`src/core/drive_ident_pkg.sv`:
```
// constants and carrier types for the identity word, fault flags and fault history
package drive_ident_pkg;
  // object indices and subindices; bus address is {index, subindex}
  localparam logic [15:0] idx_controller_kind = 16'h1000;
  localparam logic [15:0] idx_fault_flags = 16'h1001;
  localparam logic [15:0] idx_fault_history = 16'h1003;
  localparam logic [7:0] sub_count = 8'h00;
  localparam logic [7:0] sub_first_entry = 8'h01;
  localparam logic [7:0] sub_last_entry = 8'h08;
  localparam int addr_w = 24;

  // identity word fields
  localparam int motor_type_lsb = 16;
  localparam int motor_type_msb = 23;
  localparam logic [7:0] motor_bldc = 8'h02;
  localparam logic [7:0] motor_stepper = 8'h04;
  localparam logic [7:0] motor_both = 8'h06;
  localparam logic [15:0] profile_number = 16'h0192;

  // fault category flag positions
  localparam int overall_fault_flag = 0;
  localparam int amperage_fault_flag = 1;
  localparam int supply_fault_flag = 2;
  localparam int thermal_fault_flag = 3;
  localparam int link_fault_flag = 4;
  localparam int drive_standard_fault_flag = 5;
  localparam int unused_bit_six = 6;
  localparam int vendor_fault_flag = 7;
  localparam int categories = 8;
  localparam int sources_per_category = 4;

  // history geometry and reset values
  localparam int history_depth = 8;
  localparam logic [7:0] count_reset = 8'h00;
  localparam logic [7:0] flags_reset = 8'h00;
  localparam logic [31:0] entry_reset = 32'h0000_0000;
  localparam logic [7:0] count_max = 8'h08;

  // refusal codes
  localparam logic [31:0] abort_history_empty = 32'h0800_0024;
  localparam logic [31:0] abort_no_object = 32'h0000_0001;

  typedef struct packed {
    logic valid;
    logic [31:0] code;
  } fault_event_t;

  typedef struct packed {
    logic valid;
    logic abort;
    logic [31:0] data;
  } read_answer_t;
endpackage

```
`src/core/drive_ident_regs.sv`:
```
// identity word, fault category flags and eight-deep fault history stack
//
// Added by the designer: strobed register access.
`timescale 1ns/1ps
`default_nettype none

module drive_ident_regs #(
  parameter logic [7:0] motor_type = drive_ident_pkg::motor_both
) (
  // clock, reset, enable
  input wire logic clk_in,
  input wire logic sys_rst_in,
  input wire logic ce_in,
  // register port
  input wire logic [drive_ident_pkg::addr_w-1:0] addr_in,
  input wire logic [31:0] wr_data_in,
  input wire logic wr_in,
  input wire logic rd_in,
  output drive_ident_pkg::read_answer_t rd_answer_out,
  // fault sources and events from drive logic
  input wire logic [drive_ident_pkg::categories-1:0][drive_ident_pkg::sources_per_category-1:0] fault_src_in,
  input wire drive_ident_pkg::fault_event_t fault_event_in,
  // live category flags
  output logic [7:0] fault_flags_out
);

  logic [7:0] fault_category_flags;
  logic [7:0] next_flags;
  logic [7:0] fault_history_count;
  logic [31:0] history [drive_ident_pkg::history_depth];
  logic [31:0] controller_kind_word;
  logic [15:0] obj_index;
  logic [7:0] obj_sub;
  logic count_clear;

  // constant identity; no storage so software can never alter it
  assign controller_kind_word = {8'h00, motor_type, drive_ident_pkg::profile_number};
  assign obj_index = addr_in[23:8];
  assign obj_sub = addr_in[7:0];
  assign count_clear = wr_in && obj_index == drive_ident_pkg::idx_fault_history
    && obj_sub == drive_ident_pkg::sub_count && wr_data_in[7:0] == 8'h00;

  // one OR per category; bit six stays tied low
  genvar c;
  generate
    for (c = 0; c < drive_ident_pkg::categories; c++) begin : g_flag
      if (c == drive_ident_pkg::unused_bit_six) begin : g_res
        assign next_flags[c] = 1'b0;
      end else begin : g_cat
        assign next_flags[c] = |fault_src_in[c];
      end
    end
  endgenerate

  // flags are registered from sources on each enabled clock, so they drop one clock after the fault is gone
  always_ff @(posedge clk_in) begin
    if (sys_rst_in) begin
      fault_category_flags <= drive_ident_pkg::flags_reset;
    end else if (ce_in) begin
      fault_category_flags <= next_flags;
    end
  end

  always_ff @(posedge clk_in) begin
    if (sys_rst_in) begin
      fault_flags_out <= drive_ident_pkg::flags_reset;
    end else if (ce_in) begin
      fault_flags_out <= next_flags;
    end
  end

  // history shift; entries are not cleared by a count reset, only hidden while the count stays zero
  always_ff @(posedge clk_in) begin
    if (sys_rst_in) begin
      for (int i = 0; i < drive_ident_pkg::history_depth; i++) begin
        history[i] <= drive_ident_pkg::entry_reset;
      end
    end else if (ce_in && fault_event_in.valid) begin
      history[0] <= fault_event_in.code;
      for (int i = 1; i < drive_ident_pkg::history_depth; i++) begin
        history[i] <= history[i-1];
      end
    end
  end

  // a fault in the same cycle as a clear wins: the new fault counts as one
  always_ff @(posedge clk_in) begin
    if (sys_rst_in) begin
      fault_history_count <= drive_ident_pkg::count_reset;
    end else if (ce_in) begin
      if (fault_event_in.valid) begin
        if (count_clear) begin
          fault_history_count <= 8'h01;
        end else if (fault_history_count < drive_ident_pkg::count_max) begin
          fault_history_count <= fault_history_count + 8'h01;
        end
      end else if (count_clear) begin
        fault_history_count <= drive_ident_pkg::count_reset;
      end
    end
  end

  // read answer one cycle after the strobe; nonzero count writes are ignored
  always_ff @(posedge clk_in) begin
    if (sys_rst_in) begin
      rd_answer_out <= '0;
    end else if (ce_in) begin
      rd_answer_out <= '0;
      if (rd_in) begin
        rd_answer_out.valid <= 1'b1;
        if (obj_index == drive_ident_pkg::idx_controller_kind && obj_sub == drive_ident_pkg::sub_count) begin
          rd_answer_out.data <= controller_kind_word;
        end else if (obj_index == drive_ident_pkg::idx_fault_flags && obj_sub == drive_ident_pkg::sub_count) begin
          rd_answer_out.data <= {24'h00_0000, fault_category_flags};
        end else if (obj_index == drive_ident_pkg::idx_fault_history && obj_sub == drive_ident_pkg::sub_count) begin
          rd_answer_out.data <= {24'h00_0000, fault_history_count};
        end else if (obj_index == drive_ident_pkg::idx_fault_history && obj_sub >= drive_ident_pkg::sub_first_entry
            && obj_sub <= drive_ident_pkg::sub_last_entry) begin
          if (fault_history_count == drive_ident_pkg::count_reset) begin
            rd_answer_out.abort <= 1'b1;
            rd_answer_out.data <= drive_ident_pkg::abort_history_empty;
          end else begin
            rd_answer_out.data <= history[obj_sub[2:0] - 3'h1];
          end
        end else begin
          rd_answer_out.abort <= 1'b1;
          rd_answer_out.data <= drive_ident_pkg::abort_no_object;
        end
      end
    end
  end

endmodule
`default_nettype wire

```
`config.mk`:
```
export PLATFORM = sky130hd
export DESIGN_NAME = drive_ident_regs
export DESIGN_NICKNAME = d
export VERILOG_FILES = /design/src/core/drive_ident_pkg.sv /design/src/core/drive_ident_regs.sv
export SDC_FILE = /design/constraint.sdc
export NUM_CORES = 1
export LEC_CHECK = 0
export BUFFER_PORTS_ARGS = -buffer_cell sky130_fd_sc_hd__buf_2
export CAP_MARGIN = 20
export CORE_ASPECT_RATIO = 0.5
export CORE_MARGIN = 2
export CORE_UTILIZATION = 65
export CTS_BUF_LIST = sky130_fd_sc_hd__clkbuf_4
export CTS_CLUSTER_DIAMETER = 100
export DETAILED_ROUTE_END_ITERATION = 10
export PLACE_DENSITY = 0.94
export SLEW_MARGIN = 20
export SYNTH_ARGS = -nofsm -noshare
export SYNTH_HDL_FRONTEND = slang
export SYNTH_SLANG_ARGS = --single-unit
export TNS_END_PERCENT = 30
```
`constraint.sdc`:
```
create_clock -name clk_in -period 11.4 [get_ports clk_in]
set_input_delay 0.57 -clock clk_in [delete_from_list [all_inputs] [get_ports clk_in]]
set_output_delay 0.57 -clock clk_in [all_outputs]
set_load 0.01 [all_outputs]
```
### Yosys cells after proc, flatten, opt, wreduce, memory -nomap -nowiden

Memories as Yosys holds them, arrays and structs flattened.
Cells that the tools add are included.

* output and inout port bits: 42
* memory bits (read-only): 0
* bits in latches: 0
* register bits after elaboration: 49
* word-level logic and storage cells: 71
* input bits: 126
* memories: 1
* bits in writable memories: 256

* muxes and demuxes: 27
* bitwise gates (word level): 8
* multipliers: 0
* equality and inequality tests: 3
* shift-type cells: 0
* div/mod/pow operators: 0
* reduce and logical (&&, ||, !) cells: 22
* add/subtract/negate cells: 2
* magnitude comparators: 3

Memory list
* history: words 8, bits a word 32, rd ports 8, clocked after Yosys merged registers in 0, write ports 8, line drive_ident_regs.sv:30 `logic [31:0] history [drive_ident_pkg::history_depth];`

Operators by type and width (number)
* $mux W32: 12
* $eq A16 B13 Y1 const B: 3
* $mux W34: 1
* $mux W33: 1
* $mux W8: 4
* $reduce_or A4 Y1: 7
* $logic_not A8 Y1: 3
* $logic_and A1 B1 Y1: 9
* $mux W1: 9
* $add A8 B1 Y8 const B: 1
* $ge A8 B1 Y1 const B: 1
* $le A8 B4 Y1 const B: 1
* $lt A8 B4 Y1 const B: 1
* $or A1 B1 Y1: 8
* $reduce_bool A2 Y1: 2
* $reduce_and A3 Y1: 1
* $sub A3 B1 Y3 const B: 1

### Logic depth before layout (Yosys ltp)

* depth after elaboration: 8
* gate-level depth with buffers: 11
* gate-level depth less buffers: 7

### Worst setup path after synthesis

No wires, ideal clock.

* kind: in2reg
* from: in sys_rst_in
* to: mem history[0][0], enable pin
* data arrival time: 6320 ps
* path buffers: 1
* setup slack: 4452 ps
* cell stages on the path: 3
* cells stage by stage: clkbuf_1 inv_1 nand2_1

RTL lines
* from (decl): line drive_ident_regs.sv:12 `input wire logic sys_rst_in,`
* to (decl): line drive_ident_regs.sv:30

==> results.toml <==
[place]
placed_cells = 1331
port-buffer-count = 138
place.gp.congestion = 0.918
dp_hpwl_mm = 18.5

[min_path]
hold_class = "input pin to flip-flop"
hold_depth = 2

[synth]
ys_ff_latch = 305
syn_avg_cell_area_um2 = 14.3
ys_seq_area_share_pct = 62.1
syn_inst = 974
ys_types = 68
synth_area_leader_cell = "edfxtp_1"
synthArstFlopShare_pct = 0
synthesis.area_um2 = 13900
synth_nets = 1105
yosysTopAreaCellShare_pct = 55.1
ys_top_cells_by_area = "edfxtp_1 (55%), mux4_2 (10%), and2_1 (8.8%), dfxtp_1 (7.0%), nor2b_1 (3.8%)"
synth_ff_type = "edfxtp_1"
synth_edf_count = 256
yosys_warnings = 0

[cts]
path_clk_slew_ns = 0.09
cts_tree = "yes"
cts_setup_buffers = 0
cts_buffers = 67
h-tree-depth = 3
cts.sinks = 305
clock-root-buffer = "clkbuf_4"
cts_hold_buf = 0
clockBufferDepth = 3
clkLatencyLatePin_ns = 0.68
cts_resized = 0

[pwr]
max-vdd-ir-drop_mv = 0.0692
powerDensity_nw_per_um2 = 154
p_leak_nw = 6.08
report.power.total_w = 0.00243

[drt]
drtPass1Iterations = 5
antenna_left = 0
wl_mm = 31.9
wl_per_cell_um = 21.9
via_per_inst = 6.21
drc = 0
drt_iter0_markers = 1148
vias = 9047

[run]
max_cap_viol_count = 0

[layout]
drive_gt1_share_pct = 32.1
mostFrequentLayoutCell = "edfxtp_1"
fin_util_pct = 75.9
syn_to_final_growth_pct = 13.1
layout_common_cells = "edfxtp_1 (256), and2_1 (197), buf_2 (136)"
final_cell_count_no_fill = 1456
nets = 1259

[timing]
drv_slew = 0
grt_setup_unrepaired = "no"
period_needed_ns = 3.29
skew_ns = 0.0549
finalHoldViolations = 0
fmax_mhz = 304
setup-violations-final = 0
slew-limit-headroom_pct = 26.5
finalSetupTns_ns = 0
fin_crit_sh_pct = 28.9
worst_pin_slew_ns = 1.10

[worst_setup_path]
crit_arrival_ns = 3.55
reg2reg_depth = 8
crit_fanout = 81
slowest_delay_ns = 0.90
crit_cells = 6
required_ns = 11.66
crit_buf_inv = 4
worstSetupStartpointType = "input pin"
crit_path_frequent_cell = "buf_4"
cp_cell_sequence = "buf_2 > buf_4 > nand2_1 > nand2_4 > buf_4 > buf_4"
crit_path_top_delay_cell = "buf_4"
cpLargestDelayFamily = "buffers and inverters"
crit_path_end_kind = "flip-flop"
critPathKind = "input pin to flip-flop"

[floorplanning]
die_x_um = 211
die_y_um = 108
io_pins = 168
dieArea_um2 = 22700
rows = 37
core_area_um2 = 20800
start_util_pct = 67.1

[grt]
grt_pass1_vias = 9171
grt_start_max_net_pins = 129
grtUsageTotal_pct = 29.1
grt_pass1_wl_mm = 50.3
overflow = 0
grt_antenna_before_repair = 2

[outcome]
outcome = "finished clean"
[cells in the mapped netlist (all sizes together), types with 3 or more instances]
library cell	instances
nand4	8
and2	197
nand4b	4
mux4	64
a211oi	7
or4	4
a211o	3
a22oi	4
nor2b	85
clkbuf	45
ha	5
o32ai	4
mux2	22
or3	3
o21ai	11
a21oi	26
buf	19
nand2	17
inv	9
dfxtp	49
mux2i	9
and3	4
o31ai	5
nand2b	3
nand3	8
nor4b	3
edfxtp	256
a31oi	4
nor4	14
nor2	46
nor3	8
[worst paths after layout]
path | start | to | slack [ns]
max | ce_in | history[7][7]$_SDFFCE_PP0P_ | 8.11
min | fault_event_in[26] | history[0][26]$_SDFFCE_PN0P_ | 0.18
max reg2reg | fault_history_count[0]$_SDFFE_PP0P_ | rd_answer_out[30]$_SDFFE_PP0P_ | 8.88
min reg2reg | rd_answer_out[18]$_SDFFE_PP0P_ | rd_answer_out[18]$_SDFFE_PP0P_ | 0.47
[final cells by class]
| type | count | area, um^2 |
|---|---|---|
| sequential | 305 | 8670 |
| multi-input combinational | 596 | 5020 |
| antenna | 2 | 5.00 |
| clock buffer | 114 | 856 |
| clock inverter | 8 | 61.3 |
| timing repair buffer | 149 | 795 |
| tap | 273 | 342 |
| fill | 1105 | 5000 |
| inverter | 9 | 33.8 |
[registers in the layout, indices dropped and copies added (netlist names)]
name	cells
fault_history_count	8
rd_answer_out	34
fault_category_flags	7
history	256
[report_power, final]
| group | switching [W] | total [W] | internal (W) |
|---|---|---|---|
| Combinational | 0.000114 | 0.000211 | 0.0000976 |
| Sequential | 0.0000343 | 0.00131 | 0.00128 |
| Clock | 0.000433 | 0.000906 | 0.000473 |
| Total | 0.000581 | 0.00243 | 0.00185 |
[cell families (layout without fill, tap and decap cells)]
group,count (synthesis),after routing,synth area share [%]
mux,95,95,12.8
simple gates,416,416,18.6
other cells,1,3,0.0269
buf+inv,73,280,2.13
compound gates,78,78,3.81
flops,305,305,62.1
fa+ha+maj,5,5,0.448
xor+xnor,1,1,0.117
[routing by layer]
metal | global-route usage (%) | part of all wire (%)
met5 | 0 | 0
met4 | 11.8 | 3.2
met3 | 6.56 | 8.6
met2 | 46.9 | 49
met1 | 39.2 | 40
[per-stage QoR]
stage                     cell area (um^2)  hold slack (ns)  worst slack [ns]
after global placement               14800            0.454              7.57
after floorplan                      13900            0.475              4.45
after CTS                            15800            0.146              8.14
final                                15800            0.184              8.11
after detailed placement             14800            0.456              7.43
after global routing                 15800            0.155              7.97
Power figures use the tool's default switching activity.
